$ cat src/ovf_pkg.sv
// Package for the overvoltage protection and fault latch control block.
// Assumes a single 100 MHz controller clock and voltages given as unsigned millivolt codes.
package ovf_pkg;

  // ****************************************
  // Register map
  // ****************************************
  localparam logic [7:0] OVF_FAULT_LATCH_CONFIG_ADDR = 8'h00;
  localparam logic [7:0] OVF_CFG_RESET = 8'h43;
  localparam int OVF_TRACK_FAULT_ENABLE_BIT = 7;
  localparam int OVF_PHASE_VOLT_ERROR_ENABLE_BIT = 6;
  localparam int OVF_TRACK_LATCH_SEL_BIT = 5;
  localparam int OVF_OVERTEMP_LATCH_SEL_BIT = 4;
  localparam int OVF_OVERCURRENT_LATCH_SEL_BIT = 3;
  localparam int OVF_UNDERVOLT_LATCH_SEL_BIT = 2;
  localparam int OVF_OVERVOLT_LATCH_SEL_BIT = 1;
  localparam int OVF_PHASE_VOLT_LATCH_SEL_BIT = 0;
  localparam int OVF_NUM_CLASS = 6;

  // ****************************************
  // Overvoltage threshold
  // ****************************************
  localparam int OVF_MV_W = 16;
  localparam logic [1:0] OVF_OV_LVL_110 = 2'h0;
  localparam logic [1:0] OVF_OV_LVL_120 = 2'h1;
  localparam logic [7:0] OVF_PCT_110 = 8'h6e;
  localparam logic [7:0] OVF_PCT_120 = 8'h78;
  localparam logic [7:0] OVF_PCT_130 = 8'h82;
  localparam logic [7:0] OVF_PCT_DIV = 8'h64;
  localparam logic [15:0] OVF_MIN_OV_MV = 16'h01f4;
  localparam logic [15:0] OVF_MIN_MARGIN_MV = 16'h00fa;

  // ****************************************
  // Timing
  // ****************************************
  localparam int OVF_CLK_HZ = 100_000_000;
  localparam int OVF_HICCUP_MS = 130;
  localparam int OVF_HICCUP_CYC = OVF_HICCUP_MS * (OVF_CLK_HZ / 1000);

  typedef enum logic [3:0] {
    OVF_OFF   = 4'b0001,
    OVF_RUN   = 4'b0010,
    OVF_WAIT  = 4'b0100,
    OVF_LATCH = 4'b1000
  } ovf_state_e;

endpackage : ovf_pkg

$ cat src/ovf_fault_latch_ctrl.sv
// Overvoltage detection and per-class latching / hiccup restart control.
// Assumes comparator and sensing inputs are asynchronous levels; one 100 MHz clock.
//
// What this block does
// - Overvoltage detection armed only while output is above start-up prebias.
// - Overvoltage trip raises error, turns converter off, clears status bit.
// - On overvoltage, high side off and low side on in same cycle.
// - Threshold is 110 to 130 percent of setpoint, never below 0.5V.
// - Threshold at least 0.25V above setpoint, unless setpoint plus 0.25V overflows 16 bits.
// - Each protection class separately latching or not; propagation held elsewhere.
// - Non-latching trip retries start every 130ms until cause clears.
// - Restart ramps through the normal tracking and sequencing turn-on.
// - Latching trip stays off with no automatic restarts.
// - Latched restart only after 130ms, cause gone, and status clear or on-cycle.
// - Config bits 5..0 hold latch selects: track,temp,current,under,over,phase.
// - Limits recomputed as same percentage when setpoint moves to margin.
// - Tracking faults suppressed during ramp when tracking detection disabled.
// - Level code 00 is 110, 01 is 120, 10 and 11 are 130 percent.
`timescale 1ns/1ps
module ovf_fault_latch_ctrl
  import ovf_pkg::*;
#(
  parameter int HICCUP_CYC = ovf_pkg::OVF_HICCUP_CYC // Retry spacing in cycles
) (
  input wire logic mclk_i, // 100 MHz clock
  input wire logic sys_rst_i, // Async reset, high
  input wire logic clk_en_i, // Clock enable
  input wire logic cfg_wr_i, // Register write strobe
  input wire logic [7:0] cfg_addr_i, // Register address
  input wire logic [7:0] cfg_wdata_i, // Register write data
  output logic [7:0] cfg_rdata_o, // Register read data
  input wire logic status_clr_i, // Software clears the status bits
  input wire logic turn_on_i, // Turn-on command level
  input wire logic [ovf_pkg::OVF_MV_W-1:0] setpoint_mv_i, // Active setpoint incl. margin
  input wire logic [1:0] overvolt_level_field_i, // Level code from threshold config
  input wire logic [ovf_pkg::OVF_MV_W-1:0] vout_mv_i, // Sensed output (async)
  input wire logic [ovf_pkg::OVF_MV_W-1:0] prebias_mv_i, // Prebias seen at start (async)
  input wire logic [4:0] fault_raw_i, // Async: track,temp,current,under,phase
  input wire logic ramping_i, // Ramp-up in progress (async)
  output logic hs_on_o, // High-side switch on
  output logic ls_on_o, // Low-side switch on
  output logic run_o, // Converter enabled, starts normal ramp
  output logic ov_error_o, // Overvoltage error level
  output logic [ovf_pkg::OVF_NUM_CLASS-1:0] protection_status_o, // 1 = ok, 0 = tripped
  output logic [ovf_pkg::OVF_MV_W-1:0] ov_thresh_mv_o // Active threshold
);
  // ****************************************
  // State
  // ****************************************
  typedef struct packed {
    ovf_state_e st;
    logic [7:0] cfg;
    logic [OVF_NUM_CLASS-1:0] stat;
    logic [31:0] cnt;
    logic on_prev;
    logic on_cycled;
    logic ov_seen;
    logic hs;
    logic ls;
    logic run;
    logic ov_err;
    logic [OVF_MV_W-1:0] thr;
    logic [7:0] rdata;
  } ovf_state_s;

  ovf_state_s s_q, s_d;

  logic [4:0] flt_s;
  logic ramp_s;
  logic [OVF_MV_W-1:0] vout_s, pre_s, thr_c;
  logic ov_hit, ov_raw;
  logic [OVF_NUM_CLASS-1:0] cause, trip;
  logic latch_any, cause_any;

  ovf_sync #(.W(2*OVF_MV_W + 6)) u_sync (
    .mclk_i(mclk_i),
    .sys_rst_i(sys_rst_i),
    .en_i(clk_en_i),
    .d_i({vout_mv_i, prebias_mv_i, fault_raw_i, ramping_i}),
    .q_o({vout_s, pre_s, flt_s, ramp_s})
  );

  ovf_threshold u_thr (
    .setpoint_mv_i(setpoint_mv_i),
    .overvolt_level_field_i(overvolt_level_field_i),
    .ov_thresh_mv_o(thr_c)
  );

  // ****************************************
  // Fault causes
  // ****************************************
  always_comb begin
    // Compare against the registered threshold so a margin step cannot glitch a trip
    ov_raw = (vout_s > pre_s) && (vout_s > s_q.thr);
    // A synchronised word can be torn for one cycle; two hits in a row filter that
    ov_hit = ov_raw && s_q.ov_seen;
    cause[OVF_TRACK_LATCH_SEL_BIT] = flt_s[4] && ramp_s
      && s_q.cfg[OVF_TRACK_FAULT_ENABLE_BIT];
    cause[OVF_OVERTEMP_LATCH_SEL_BIT] = flt_s[3];
    cause[OVF_OVERCURRENT_LATCH_SEL_BIT] = flt_s[2];
    cause[OVF_UNDERVOLT_LATCH_SEL_BIT] = flt_s[1];
    cause[OVF_OVERVOLT_LATCH_SEL_BIT] = ov_hit;
    cause[OVF_PHASE_VOLT_LATCH_SEL_BIT] = flt_s[0]
      && s_q.cfg[OVF_PHASE_VOLT_ERROR_ENABLE_BIT];
    trip = (s_q.st == OVF_RUN) ? cause : '0;
    latch_any = |(trip & s_q.cfg[OVF_NUM_CLASS-1:0]);
    cause_any = |cause;
  end

  // ****************************************
  // Next state
  // ****************************************
  always_comb begin
    s_d = s_q;
    s_d.thr = thr_c;
    s_d.on_prev = turn_on_i;
    s_d.ov_seen = ov_raw;
    s_d.rdata = (cfg_addr_i == OVF_FAULT_LATCH_CONFIG_ADDR) ? s_q.cfg : 8'h00;
    if (cfg_wr_i && cfg_addr_i == OVF_FAULT_LATCH_CONFIG_ADDR) begin
      s_d.cfg = cfg_wdata_i;
    end
    if (s_q.on_prev && !turn_on_i) begin
      s_d.on_cycled = 1'b1;
    end
    // Trip wins over a software clear in the same cycle
    if (status_clr_i) begin
      s_d.stat = '1;
    end
    s_d.stat = s_d.stat & ~trip;
    if (s_q.cnt != 32'h0) begin
      s_d.cnt = s_q.cnt - 32'h1;
    end
    unique case (s_q.st)
      OVF_OFF: begin
        s_d.hs = 1'b0;
        s_d.ls = 1'b0;
        s_d.run = 1'b0;
        s_d.ov_err = 1'b0;
        if (turn_on_i && !cause_any) begin
          s_d.st = OVF_RUN;
          s_d.run = 1'b1;
          s_d.hs = 1'b1;
        end
      end
      OVF_RUN: begin
        if (!turn_on_i) begin
          s_d.st = OVF_OFF;
          s_d.run = 1'b0;
          s_d.hs = 1'b0;
        end
        if (|trip) begin
          s_d.run = 1'b0;
          s_d.cnt = 32'(HICCUP_CYC);
          // An on-command drop on the trip edge still counts as a cycle
          s_d.on_cycled = s_q.on_prev && !turn_on_i;
          s_d.st = latch_any ? OVF_LATCH : OVF_WAIT;
          if (trip[OVF_OVERVOLT_LATCH_SEL_BIT]) begin
            s_d.ov_err = 1'b1;
            s_d.hs = 1'b0;
            s_d.ls = 1'b1;
          end else begin
            s_d.hs = 1'b0;
            s_d.ls = 1'b0;
          end
        end
      end
      OVF_WAIT: begin
        if (!turn_on_i) begin
          s_d.st = OVF_OFF;
        end else if (s_q.cnt == 32'h0) begin
          if (!cause_any) begin
            s_d.st = OVF_RUN;
            s_d.run = 1'b1;
            s_d.hs = 1'b1;
            s_d.ls = 1'b0;
            s_d.ov_err = 1'b0;
          end else begin
            s_d.cnt = 32'(HICCUP_CYC);
          end
        end
      end
      OVF_LATCH: begin
        // Stays off; no retry until software or the on-command releases it
        if (s_q.cnt == 32'h0 && !cause_any
            && (status_clr_i || s_q.on_cycled)) begin
          s_d.st = OVF_OFF;
          s_d.ls = 1'b0;
          s_d.ov_err = 1'b0;
          s_d.on_cycled = 1'b0;
        end
      end
      default: begin
        s_d.st = OVF_OFF;
      end
    endcase
  end

  always_ff @(posedge mclk_i or posedge sys_rst_i) begin
    if (sys_rst_i) begin
      s_q.st <= OVF_OFF;
      s_q.cfg <= OVF_CFG_RESET;
      s_q.stat <= '1;
      s_q.cnt <= 32'h0;
      s_q.on_prev <= 1'b0;
      s_q.on_cycled <= 1'b0;
      s_q.ov_seen <= 1'b0;
      s_q.hs <= 1'b0;
      s_q.ls <= 1'b0;
      s_q.run <= 1'b0;
      s_q.ov_err <= 1'b0;
      s_q.thr <= OVF_MIN_OV_MV;
      s_q.rdata <= 8'h00;
    end else if (clk_en_i) begin
      s_q <= s_d;
    end
  end

  assign cfg_rdata_o = s_q.rdata;
  assign hs_on_o = s_q.hs;
  assign ls_on_o = s_q.ls;
  assign run_o = s_q.run;
  assign ov_error_o = s_q.ov_err;
  assign protection_status_o = s_q.stat;
  assign ov_thresh_mv_o = s_q.thr;

endmodule : ovf_fault_latch_ctrl

$ cat src/ovf_threshold.sv
// Overvoltage threshold from setpoint and level field, with absolute and margin floors.
// Assumes setpoint in millivolts, combinational result registered by the user.
`timescale 1ns/1ps
module ovf_threshold (
  input wire logic [ovf_pkg::OVF_MV_W-1:0] setpoint_mv_i, // Output setpoint
  input wire logic [1:0] overvolt_level_field_i, // Level code
  output logic [ovf_pkg::OVF_MV_W-1:0] ov_thresh_mv_o // Threshold
);
  import ovf_pkg::*;
  logic [7:0] pct;
  logic [31:0] prod;
  logic [OVF_MV_W-1:0] scaled;
  logic [OVF_MV_W:0] floor_margin;
  logic [OVF_MV_W-1:0] lim;

  always_comb begin
    unique case (overvolt_level_field_i)
      OVF_OV_LVL_110: pct = OVF_PCT_110;
      OVF_OV_LVL_120: pct = OVF_PCT_120;
      default: pct = OVF_PCT_130;
    endcase
    // Product follows the live setpoint, so margining moves the limit too
    prod = 32'(setpoint_mv_i) * 32'(pct) / 32'(OVF_PCT_DIV);
    scaled = (prod > 32'(16'hffff)) ? 16'hffff : prod[OVF_MV_W-1:0];
    floor_margin = {1'b0, setpoint_mv_i} + {1'b0, OVF_MIN_MARGIN_MV};
    lim = scaled;
    if (floor_margin[OVF_MV_W-1:0] > lim && !floor_margin[OVF_MV_W]) begin
      lim = floor_margin[OVF_MV_W-1:0];
    end
    if (lim < OVF_MIN_OV_MV) begin
      lim = OVF_MIN_OV_MV;
    end
    ov_thresh_mv_o = lim;
  end
endmodule : ovf_threshold

$ cat src/ovf_sync.sv
// Two-flop synchroniser for a bus of asynchronous levels.
// Assumes the enable freezes both stages together.
`timescale 1ns/1ps
module ovf_sync #(
  parameter int W = 1
) (
  input wire logic mclk_i, // Clock
  input wire logic sys_rst_i, // Async reset, high
  input wire logic en_i, // Clock enable
  input wire logic [W-1:0] d_i, // Async input
  output logic [W-1:0] q_o // Synchronised
);
  logic [W-1:0] s1_q;
  always_ff @(posedge mclk_i or posedge sys_rst_i) begin
    if (sys_rst_i) begin
      s1_q <= '0;
      q_o <= '0;
    end else if (en_i) begin
      s1_q <= d_i;
      q_o <= s1_q;
    end
  end
endmodule : ovf_sync

$ cat config.mk
export PLATFORM = sky130hd
export DESIGN_NAME = ovf_fault_latch_ctrl
export DESIGN_NICKNAME = d
export VERILOG_FILES = /design/src/ovf_pkg.sv /design/src/ovf_fault_latch_ctrl.sv /design/src/ovf_threshold.sv /design/src/ovf_sync.sv
export SDC_FILE = /design/constraint.sdc
export NUM_CORES = 1
export LEC_CHECK = 0
export BUFFER_PORTS_ARGS = -buffer_cell sky130_fd_sc_hd__buf_4
export CORE_ASPECT_RATIO = 1.25
export CORE_MARGIN = 3
export CORE_UTILIZATION = 40
export DETAILED_ROUTE_END_ITERATION = 8
export HOLD_SLACK_MARGIN = 0.02
export PLACE_DENSITY = 0.63
export REMOVE_ABC_BUFFERS = 1
export SETUP_SLACK_MARGIN = 0.05
export SKIP_LAST_GASP = 1
export SLEW_MARGIN = 15
export SYNTH_ARGS = -nofsm -noshare
export SYNTH_HDL_FRONTEND = slang
export SYNTH_SLANG_ARGS = --single-unit
$ cat constraint.sdc
create_clock -name mclk_i -period 13.8 [get_ports mclk_i]
set_clock_uncertainty 0.05 [all_clocks]
set_input_delay 1.38 -clock mclk_i [delete_from_list [all_inputs] [get_ports mclk_i]]
set_output_delay 1.38 -clock mclk_i [all_outputs]
set_load 0.01 [all_outputs]
Word level (Yosys, flattened, before mapping)
Index checks and enable logic that the tools add are counted.
{"block": "op_classes", "n_mul": 1, "n_addsub": 2, "n_div": 1, "n_lt_le_gt_ge": 5, "reduce_logical": 29, "n_eq_ne": 15, "n_bitwise": 3, "n_mux": 39}
{"op": "$mux 32", "n": 5}
{"op": "$pmux 32 s2", "n": 1}
{"op": "$gt 16x16->1", "n": 3}
{"op": "$mux 16", "n": 3}
{"op": "$mux 4", "n": 12}
{"op": "$div 24x7->32 const B", "n": 1}
{"op": "$gt 32x16->1 const B", "n": 1}
{"op": "$logic_not 32->1", "n": 1}
{"op": "$reduce_bool 32->1", "n": 1}
{"op": "$sub 32x1->32 const B", "n": 1}
{"op": "$mul 16x8->24", "n": 1}
{"op": "$reduce_or 6->1", "n": 3}
{"op": "$add 16x8->17 const B", "n": 1}
{"op": "$lt 16x9->1 const B", "n": 1}
{"op": "$pmux 4 s4", "n": 1}
{"op": "$pmux 8 s2", "n": 1}
{"op": "$and 6x6->6", "n": 2}
{"op": "$mux 6", "n": 2}
{"op": "$ne 2x2->1 const B", "n": 6}
{"op": "$reduce_and 6->1", "n": 2}
{"op": "$logic_and 1x1->1", "n": 11}
{"op": "$logic_not 8->1", "n": 1}
{"op": "$mux 1", "n": 8}
{"op": "$mux 8", "n": 1}
{"op": "20 further kinds", "n": 25}
{"block": "totals", "wordCells": 110, "out_inout_bits": 34, "inputBits": 78, "regBits": 157}

Longest topological paths before layout
Gate-level depths: netlist (run 1).
{"block": "depth", "ltp_word": 11, "mapped_depth": 88, "depth_no_buf": 79}

Cells and area by module
From an unflattened synthesis (run 1), not the netlist that was laid out.
{"block": "hier_totals", "hier_cells": 1834, "area_unflattened_um2": 16165.5}
{"module": "ovf_threshold", "n_inst": 1, "cells_per_inst": 1123, "area_each_um2": 8220.4}
{"module": "ovf_fault_latch_ctrl", "n_inst": 1, "cells_per_inst": 550, "area_each_um2": 4966.0}
{"module": "ovf_sync", "n_inst": 1, "cells_per_inst": 161, "area_each_um2": 2979.1}

Worst setup path after synthesis (run 1)
OpenSTA, ideal clock, no wires.
{"block": "synth_timing", "path_type": "input-to-reg", "startpoint": "input setpoint_mv_i[5] (netlist name)", "endpoint": "register s_q (netlist bit ov_thresh_mv_o[0])", "required_ns": 13.654, "stages": 81, "path_buffers": 5, "arrival_ns": 17.877, "slack_ns": -4.223, "cell_sequence": "clkbuf_1 > nor2b_1 > nand2b_1 > fa_1 > fa_1 > inv_1 > fa_1 > inv_1 > fa_1 > inv_1 > ha_1 > o211ai_1 > o211ai_2 > a21oi_2 > mux2i_1 > or2_1 > buf_2 > a311oi_1 > [... 45 more ...] > o21ai_0 > nand2b_1 > a21oi_1 > nor2b_1 > o21ai_0 > nand2_1 > a21oi_1 > nor2b_1 > o22ai_1 > o21bai_1 > clkbuf_1 > nor2_1 > a21oi_1 > nand4_1 > a211o_1 > nand2_1 > nand2_1 > o32ai_2"}
{"block": "synth_via", "elab_chain_cells": 9}
{"item": "from (decl)", "line_no": "ovf_fault_latch_ctrl.sv:34", "text": "input wire logic [ovf_pkg::OVF_MV_W-1:0] setpoint_mv_i,"}
{"item": "$mul 16x8->24", "line_no": "ovf_threshold.sv:23", "text": "prod = 32'(setpoint_mv_i) * 32'(pct) / 32'(OVF_PCT_DIV);"}
{"item": "$div 24x7->32", "line_no": "ovf_threshold.sv:23"}
{"item": "$gt 32x16->1", "line_no": "ovf_threshold.sv:24", "text": "scaled = (prod > 32'(16'hffff)) ? 16'hffff : prod[OVF_MV_W-1:0];"}
{"item": "$mux 16", "line_no": "ovf_threshold.sv:24"}
{"item": "$gt 16x16->1", "line_no": "ovf_threshold.sv:27", "text": "if (floor_margin[OVF_MV_W-1:0] > lim && !floor_margin[OVF_MV_W]) begin"}
{"item": "$logic_and 1x1->1", "line_no": "ovf_threshold.sv:27"}
{"item": "$mux 16 *", "line_no": "ovf_threshold.sv:27"}
{"item": "$lt 16x9->1", "line_no": "ovf_threshold.sv:30", "text": "if (lim < OVF_MIN_OV_MV) begin"}
{"item": "$mux 16 *", "line_no": "ovf_threshold.sv:30"}
{"item": "to (decl)", "line_no": "ovf_fault_latch_ctrl.sv:66", "text": "ovf_state_s s_q, s_d;"}
Mark *: on every way between the ends. The rest lies on a longest branch, timed or not.
A chain may end at the register's enable or synchronous reset.

Final worst setup path (run 1)
{"block": "layout_timing", "startpoint": "input overvolt_level_field_i[1]", "endpoint": "register s_q (netlist bit ov_thresh_mv_o[6])"}
{"block": "layout_via", "elab_chain_cells": 11}
{"item": "from (decl)", "line_no": "ovf_fault_latch_ctrl.sv:35", "text": "input wire logic [1:0] overvolt_level_field_i,"}
{"item": "$eq 2x1->1 or $logic_not 2->1 (tied branches)", "line_no": "ovf_threshold.sv:17", "text": "unique case (overvolt_level_field_i)"}
{"item": "$pmux 8 s2 *", "line_no": "ovf_threshold.sv:17"}
{"item": "$mul 16x8->24 *", "line_no": "ovf_threshold.sv:23"}
{"item": "$div 24x7->32 *", "line_no": "ovf_threshold.sv:23"}
{"item": "$gt 32x16->1", "line_no": "ovf_threshold.sv:24"}
{"item": "$mux 16 *", "line_no": "ovf_threshold.sv:24"}
{"item": "$gt 16x16->1", "line_no": "ovf_threshold.sv:27"}
{"item": "$logic_and 1x1->1", "line_no": "ovf_threshold.sv:27"}
{"item": "$mux 16 *", "line_no": "ovf_threshold.sv:27"}
{"item": "$lt 16x9->1", "line_no": "ovf_threshold.sv:30"}
{"item": "$mux 16 *", "line_no": "ovf_threshold.sv:30"}
Marked as above.

==> results.cfg, run 1 <==
[logic_synthesis]
yosysTopAreaCellShare = 0.2181
synthesis.area_um2 = 16060
yosysMostFrequentCell = nand2_1
avgSynthCellArea_um2 = 8.719
async_flop_share = 1.000
synth_edf_count = 0
synth-main-ff-cell = dfrtp_1
synth_seq_cells = 156
synthCells = 1842
yosysSeqAreaShare = 0.2443
yosys.area.top_type = dfrtp_1
synthTopCellsByCount = nand2_1 (166), nor2_1 (149), dfrtp_1 (140)
synth_area_leaders = dfrtp_1 (22%), ha_1 (9.0%), fa_1 (6.9%), mux2_2 (5.5%), nand2_1 (3.9%)
synthDistinctLibCells = 114
yosysWarnings = 0

[cts]
htreeDepth = 4
ctsHoldBuffers = 0
cts_root_buffer = clkbuf_16
insertion_delay_ns = 0.43
tritoncts = built
cts.sinks = 156
numCtsBuffers = 17
clk_pin_slew_ns = 0.07
clockBufferDepth = 2

[outcome]
outcome = finished, violations left
violations = setup timing

[timing]
finalHoldViolCount = 0
rsz0062_at_grt = true
whs_ns = 0.4250
slew_headroom = 0.2551
finalCriticalPeriod_ns = 17.58
timing.final.crit_share = 1.274
fmax_mhz = 56.87
report.final.slew_viol_count = 0
setup_viol = 16
tightest_slew_ns = 1.107
tns_ns = -56.01
setup_ws_ns = -3.785

[setup_path]
crit_fanout = 11
worst_setup_path_startpoint = overvolt_level_field_i[1]
r2r-start = ov_thresh_mv_o[2]$_DFFE_PP1P_
cpPeakStageDelay_ns = 0.57
reg2regPathDepth = 20
cp-end-kind = register
cp_slowest_cell = or4_4
path_common_cell = buf_4
crit_path_start_kind = input pin
path_delay_family = compound AO/OA/AOI/OAI gates
critPathKind = in -> reg
crit_required_ns = 14.11
cp.arrival_ns = 17.89
cp.buffers_inverters = 16
reg2reg_to = s_q[78]$_DFFE_PP0P_
r2r_setup_slack_ns = 9.42

[global_routing]
grt_pass1_wl_mm = 81.25
globalRouteOverflowTotal = 0
grt_pass1_vias = 16202
grt_use_total = 0.2321
grt_max_degree = 98
antenna_found_initial = 0

[cells_and_area]
area_growth_syn_to_layout_pct = 41.76
fin_util = 0.5775
nets = 2576
drive_gt1_frac = 0.4259
diodes = 0
fin_area_um2 = 22770

[drt]
avgRoutedWirePerCell_um = 17.70
route.detailed.drc = 0
drt-initial-drc-count = 737
vias = 15561
ant_nets = 0
drt-vias-per-instance = 5.481
routed_wl_mm = 50.25
first_pass_iters = 5

[min_path]
hold_path.class = reg -> reg
min_delay_worst_endpoint = protection_status_o[0]$_DFFE_PP1P_
min-delay-start = u_sync.q_o[1]$_DFFE_PP0P_
holdPathStages = 1

[die]
initial_core_util = 0.4074
dieHeight_um = 230.0
num_io_pins = 112
fp.dieArea_um2 = 42610
core-area_um2 = 39420
die_x_um = 185.2
rows = 81

[place]
port_buffers = 111
dpl.hpwl_mm = 38.54
placed_cell_area_um2 = 19850
gp_congestion = 0.9537

[flow_run]
max_cap_viol_count = 0
-- worst max path at each step --
stage	slack (ns)	cells after the start	end
2_1_floorplan	-5.36	77	ov_thresh_mv_o[0]$_DFFE_PP0P_
3_5_place_dp	-5.23	81	ov_thresh_mv_o[7]$_DFFE_PP1P_
5_1_grt	-4.45	87	ov_thresh_mv_o[6]$_DFFE_PP1P_
4_1_cts	-3.66	82	ov_thresh_mv_o[7]$_DFFE_PP1P_
3_3_place_gp	-4.93	81	ov_thresh_mv_o[8]$_DFFE_PP1P_
6_report	-3.78	87	ov_thresh_mv_o[6]$_DFFE_PP1P_
-- layout make-up --
type | instances | area (um^2)
fillers | 3403 | 16660
multi-input cells | 1459 | 12660
inverters | 121 | 459.2
clock inverters | 14 | 152.6
well taps | 498 | 623.1
clock buffers | 18 | 439.2
repair buffers | 573 | 4504
flip-flops and latches | 156 | 3924
-- stage by stage --
stage | worst slack [ns] | instances
finish | -3.785 | 2839
global route | -4.446 | 2839
CTS | -3.655 | 2812
detailed placement | -5.229 | 2727
global placement | -4.927 | 2727
floorplan | -5.364 | 1735
-- registers in the layout, indices dropped and copies added, names as in the netlist --
register / cells
cfg_rdata_o: 8
protection_status_o: 6
u_sync.q_o: 38
hs_on_o: 1
u_sync.s1_q: 38
ov_thresh_mv_o: 16
ls_on_o: 1
ov_error_o: 1
s_q: 47
-- cell usage in the layout, fill, tap and decap left out, types with 52 or more instances in the layout --
master and count:
buf_4 541, nand2_1 160, dfrtp_1 140, nor2_1 132
inv_1 112, ha_1 103, mux2_2 75, o21ai_0 73
a21oi_1 62, xnor2_1 61, fa_1 52
-- what timing repair did --
item                                    CTS  global route
pin swaps                               105           101
cloned                                    3             0
endpoints found under the setup margin   16            16
resized for setup                       206           135
buffers inserted                         51            28
-- kinds of logic after synthesis --
kind of cell	after synthesis	synth area share
xor gates and xnor gates	104	0.05812
and+or+nand+nor	635	0.2002
other	1	0.0002335
buffers and inverters	228	0.06513
muxes	97	0.06832
adders and majority gates	176	0.1619
DFF	156	0.2443
AOI/OAI and AO/OA	445	0.2018
-- per-layer routing --
metal | GRT usage | up-vias | part of all wire | wire length [um]
met4 | 0.07718 | 0 | 0.031 | 1573
met1 | 0.2824 | 7564 | 0.42 | 20960
met3 | 0.03212 | 89 | 0.038 | 1889
met2 | 0.4182 | 346 | 0.51 | 25830
li1 | - | 7562 | - | -
met5 | 0 | - | 0 | 0
Power of run 1 is not shown: default switching activity piles up to over one toggle a cycle in this logic, so the estimate is an artifact.
==> run 2: changes to the inputs <==
--- a/config.mk
+++ b/config.mk
@@ -9,12 +9,12 @@
 export CORE_ASPECT_RATIO = 1.25
 export CORE_MARGIN = 3
 export CORE_UTILIZATION = 40
+export CTS_BUF_LIST = sky130_fd_sc_hd__clkbuf_4 sky130_fd_sc_hd__clkbuf_8 sky130_fd_sc_hd__clkbuf_16
 export DETAILED_ROUTE_END_ITERATION = 8
 export HOLD_SLACK_MARGIN = 0.02
 export PLACE_DENSITY = 0.63
 export REMOVE_ABC_BUFFERS = 1
 export SETUP_SLACK_MARGIN = 0.05
-export SKIP_LAST_GASP = 1
 export SLEW_MARGIN = 15
 export SYNTH_ARGS = -nofsm -noshare
 export SYNTH_HDL_FRONTEND = slang
==> results.cfg, run 2 (same netlist as run 1, synthesis figures left out) <==
[outcome]
outcome = finished, violations left
violations = setup timing

[setup_path]
cpPeakStageDelay_ns = 0.57
crit_required_ns = 14.11
crit_fanout = 11
cp_slowest_cell = or4_4
cp-end-kind = register
cp.arrival_ns = 17.89
critPathKind = in -> reg
crit_path_start_kind = input pin
path_common_cell = buf_4

[die]
num_io_pins = 112
rows = 81
dieHeight_um = 230.0
die_x_um = 185.2
initial_core_util = 0.4074
fp.dieArea_um2 = 42610
core-area_um2 = 39420

[drt]
drt-vias-per-instance = 5.503
drt-initial-drc-count = 733
ant_nets = 0
avgRoutedWirePerCell_um = 17.70
route.detailed.drc = 0
vias = 15623
routed_wl_mm = 50.25
first_pass_iters = 5

[cells_and_area]
layout_commonest_cell = buf_4
diodes = 0
regArea_um2 = 3924
area_growth_syn_to_layout_pct = 41.84
multi_input_area_um2 = 12670
drive_gt1_frac = 0.4272
reg_top3 = s_q x47, u_sync.q_o x38, u_sync.s1_q x38
final_cell_mix = buf_4 (540), nand2_1 (158), dfrtp_1 (140), nor2_1 (132), inv_1 (112)
n_fill_cell = 3401
largest_reg_flops = 47
nets = 2576
regMostFlops = s_q
fin_area_um2 = 22780

[global_routing]
grt_pass1_wl_mm = 81.25
globalRouteOverflowTotal = 0
grt_max_degree = 98
antenna_found_initial = 0
grt_pass1_vias = 16202
grt_use_total = 0.2321

[timing]
timing.final.crit_share = 1.273
slew_headroom = 0.1554
report.final.slew_viol_count = 0
fmax_mhz = 56.90
setup_ws_ns = -3.773
finalHoldViolCount = 0
rsz0062_at_grt = true
finalCriticalPeriod_ns = 17.57
tns_ns = -55.70
setup_viol = 16
tightest_slew_ns = 1.255

[cts]
cts_root_buffer = clkbuf_16
numCtsBuffers = 17
tritoncts = built
clockBufferDepth = 2
clk_pin_slew_ns = 0.07
htreeDepth = 4
insertion_delay_ns = 0.43
ctsHoldBuffers = 0
cts.sinks = 156

[place]
port_buffers = 111
pre_cts_slack_ns = -5.229
gp_congestion = 0.9537
dpl.hpwl_mm = 38.54
placed_cell_area_um2 = 19850

[flow_run]
max_cap_viol_count = 0

[min_path]
hold_path.class = reg -> reg
[run 2: final cells by class]
type	count	area share
Timing Repair Buffer	573	0.1979
Multi-Input combinational cell	1459	0.5564
Sequential cell	156	0.1723
Inverter	121	0.02016
Tap cell	498	0.02735
Clock inverter	14	0.006701
Clock buffer	18	0.01928
[run 2: repair_timing]
action                                  CTS  global route
gates cloned                              3             0
resized for setup                       206           140
pin swaps                               105           101
setup buffers                            51            28
endpoints found under the setup margin   16            16
[run 2: per-layer routing]
layer | routed length, um | vias up | GRT usage | share of wire
met5 | 0 | - | 0 | 0
met2 | 25820 | 358 | 0.4182 | 0.51
met4 | 1618 | 0 | 0.07718 | 0.032
met1 | 20750 | 7603 | 0.2824 | 0.41
li1 | - | 7567 | - | -
met3 | 2060 | 95 | 0.03212 | 0.041
[run 2: worst paths after layout]
kind | slack, ns | end | from | cells past startpoint
worst min register to register | 0.42 | protection_status_o[0]$_DFFE_PP1P_ | u_sync.q_o[1]$_DFFE_PP0P_ | 1
worst min-delay path | 0.42 | protection_status_o[0]$_DFFE_PP1P_ | u_sync.q_o[1]$_DFFE_PP0P_ | 1
worst max-delay path | -3.77 | ov_thresh_mv_o[6]$_DFFE_PP1P_ | overvolt_level_field_i[1] | 87
min in group asynchronous | 0.99 | cfg_rdata_o[3]$_DFFE_PP0P_ | sys_rst_i | 2
worst max register to register | 9.42 | s_q[78]$_DFFE_PP0P_ | ov_thresh_mv_o[2]$_DFFE_PP1P_ | 20
max in group asynchronous | 11.28 | u_sync.s1_q[2]$_DFFE_PP0P_ | sys_rst_i | 3
[run 2: worst max-delay path: cells and delay by family]
| kind | cells | cell delay [ns] |
|---|---|---|
| AO/OA/AOI/OAI | 39 | 7.19 |
| AND/OR/NAND/NOR | 22 | 3.89 |
| adder cells (fa/ha/maj) | 6 | 2.45 |
| buffers and inverters | 16 | 2.42 |
| XOR/XNOR | 3 | 0.46 |
| multiplexers | 1 | 0.10 |
[run 2: through the flow]
stage | hold WS, ns | utilization | instances
6_report | 0.4246 | 0.5778 | 2839
3_3_place_gp | 0.4078 | 0.5035 | 2727
3_5_place_dp | 0.4153 | 0.5035 | 2727
5_1_grt | 0.4554 | 0.5778 | 2839
4_1_cts | 0.4215 | 0.5564 | 2812
2_1_floorplan | 0.3674 | - | 1735
Power of run 2 is left out for the same reason.
==> run 3: changes to the inputs <==
--- a/config.mk
+++ b/config.mk
@@ -5,6 +5,7 @@
 export SDC_FILE = /design/constraint.sdc
 export NUM_CORES = 1
 export LEC_CHECK = 0
+export ABC_AREA = 1
 export BUFFER_PORTS_ARGS = -buffer_cell sky130_fd_sc_hd__buf_4
 export CORE_ASPECT_RATIO = 1.25
 export CORE_MARGIN = 3
==> results.cfg, run 3 <==
[cells_and_area]
layout_commonest_cell = nand2_1
largest_reg_flops = 47
diodes = 0
area_growth_syn_to_layout_pct = 37.45
final_cells = 3046
drive_gt1_frac = 0.3691
reg_top3 = s_q x47, u_sync.q_o x38, u_sync.s1_q x38
nets = 2795
fin_util = 0.5640
final_cell_mix = nand2_1 (464), buf_4 (414), inv_1 (281), nor2_1 (168), dfrtp_1 (140)
regMostFlops = s_q

[place]
dp.cells = 2935
port_buffers = 111
gp_congestion = 0.8807
dpl.hpwl_mm = 34.07

[logic_synthesis]
yosysWarnings = 0
yosysMostFrequentCell = nand2_1
synth_xor_area_frac = 0.03045
synth_edf_count = 0
synth_area_leaders = dfrtp_1 (23%), nand2_1 (13%), ha_1 (9.3%), inv_1 (7.3%), fa_1 (7.1%)
synth_seq_cells = 156
avgSynthCellArea_um2 = 7.153
async_flop_share = 1.000
synthesis.area_um2 = 15490
synth_compound_area_frac = 0.08698
synth_mux_area_frac = 0.005815
synthCells = 2166
yosys.area.top_type = dfrtp_1
synth_top_family_by_area = simple AND/OR/NAND/NOR gates
synth-main-ff-cell = dfrtp_1
yosysSeqAreaShare = 0.2533
synthSimpleGateAreaFrac = 0.3502
yosysTopAreaCellShare = 0.2261
synthDistinctLibCells = 64
synthTopCellsByCount = nand2_1 (551), inv_1 (300), nor2_1 (210)
synthAdderAreaFrac = 0.1639

[global_routing]
globalRouteOverflowTotal = 0
antenna_found_initial = 0
grt_max_degree = 93
grt_pass1_wl_mm = 72.63
grt_pass1_vias = 15337
grt_use_total = 0.2117

[drt]
drt-initial-drc-count = 777
route.detailed.drc = 0
routed_wl_mm = 44.80
ant_nets = 0
drt-vias-per-instance = 5.015
avgRoutedWirePerCell_um = 14.71
first_pass_iters = 5
vias = 15277

[timing]
report.final.slew_viol_count = 0
finalCriticalPeriod_ns = 14.85
timing.final.crit_share = 1.076
finalHoldViolCount = 0
fmax_mhz = 67.33
tightest_slew_ns = 1.070
setup_viol = 16
whs_ns = 0.4249
rsz0062_at_grt = true
slew_headroom = 0.2843
setup_ws_ns = -1.052

[setup_path]
cpPeakStageDelay_ns = 0.55
cp-end-kind = register
critPathKind = in -> reg
cp.arrival_ns = 15.16
crit_path_start_kind = input pin
crit_required_ns = 14.10
crit_fanout = 8
cp_slowest_cell = fa_1
path_common_cell = nand2_4

[cts]
tritoncts = built
insertion_delay_ns = 0.44
htreeDepth = 4
cts.sinks = 156
clockBufferDepth = 2
cts_root_buffer = clkbuf_16
numCtsBuffers = 17
clk_pin_slew_ns = 0.07

[outcome]
violations = setup timing
outcome = finished, violations left

[die]
dieHeight_um = 226.0
fp.dieArea_um2 = 41140
initial_core_util = 0.4103
rows = 79
die_x_um = 182.0
core-area_um2 = 37760
num_io_pins = 112

[flow_run]
max_cap_viol_count = 0

[min_path]
hold_path.class = reg -> reg
run 3: final timing paths:
| check | from | endpoint | slack [ns] | depth (start not counted) |
|---|---|---|---|---|
| max | overvolt_level_field_i[1] | ov_thresh_mv_o[8]$_DFFE_PP1P_ | -1.05 | 111 |
| max in group asynchronous | sys_rst_i | cfg_rdata_o[5]$_DFFE_PP0P_ | 11.26 | 3 |
| min reg2reg | u_sync.s1_q[4]$_DFFE_PP0P_ | u_sync.s1_q[4]$_DFFE_PP0P_ | 0.42 | 2 |
| min | u_sync.s1_q[4]$_DFFE_PP0P_ | u_sync.s1_q[4]$_DFFE_PP0P_ | 0.42 | 2 |
| max reg2reg | u_sync.q_o[37]$_DFFE_PP0P_ | s_q[43]$_DFFE_PP0P_ | 9.52 | 16 |
| min in group asynchronous | sys_rst_i | u_sync.q_o[5]$_DFFE_PP0P_ | 1.06 | 2 |
run 3: cell families after synthesis:
logic type,count (synthesis)
muxes,8
AOI/OAI and AO/OA,228
adders and majority gates,170
xor gates and xnor gates,53
and+or+nand+nor,1136
buffers and inverters,414
DFF,156
other,1
run 3: per-stage QoR:
stage,TNS (ns),setup WS [ns],cell area [um^2]
floorplan,-12.56,-1.162,15070
global placement,-19.43,-1.472,18390
detailed placement,-26.49,-1.914,18390
CTS,-5.068,-0.5496,20460
global route,-26.29,-1.869,21290
finish,-13.30,-1.052,21290
run 3: per-layer routing:
metal / part of all wire / vias up / track usage
li1: - / 7615 / -
met1: 0.40 / 7314 / 0.2420
met2: 0.54 / 274 / 0.4069
met3: 0.026 / 74 / 0.01821
met4: 0.030 / 0 / 0.07940
met5: 0 / - / 0
run 3: timing repair:
item | CTS | global route
hold buffers | 0 | 0
cloned | 1 | 1
setup endpoints to repair | 16 | 16
pin swaps | 156 | 84
buffers inserted | 52 | 28
resized for setup | 273 | 134
hold endpoints to repair | 0 | 0
run 3: critical path: cells and delay by family:
family / cells / cell delay, ns
and+or+nand+nor: 79 / 7.75
adders and majority gates: 6 / 2.45
buffers and inverters: 15 / 1.91
AOI/OAI and AO/OA: 11 / 1.62
run 3: cell type report:
type | count | area, um^2
multi-input combinational | 1596 | 11420
sequential | 156 | 3924
inverter | 338 | 1308
fill | 3444 | 16460
clock buffer | 19 | 440.4
timing repair buffer | 438 | 3451
tap | 486 | 608.1
clock inverter | 13 | 141.4
Power of run 3 is left out for the same reason.
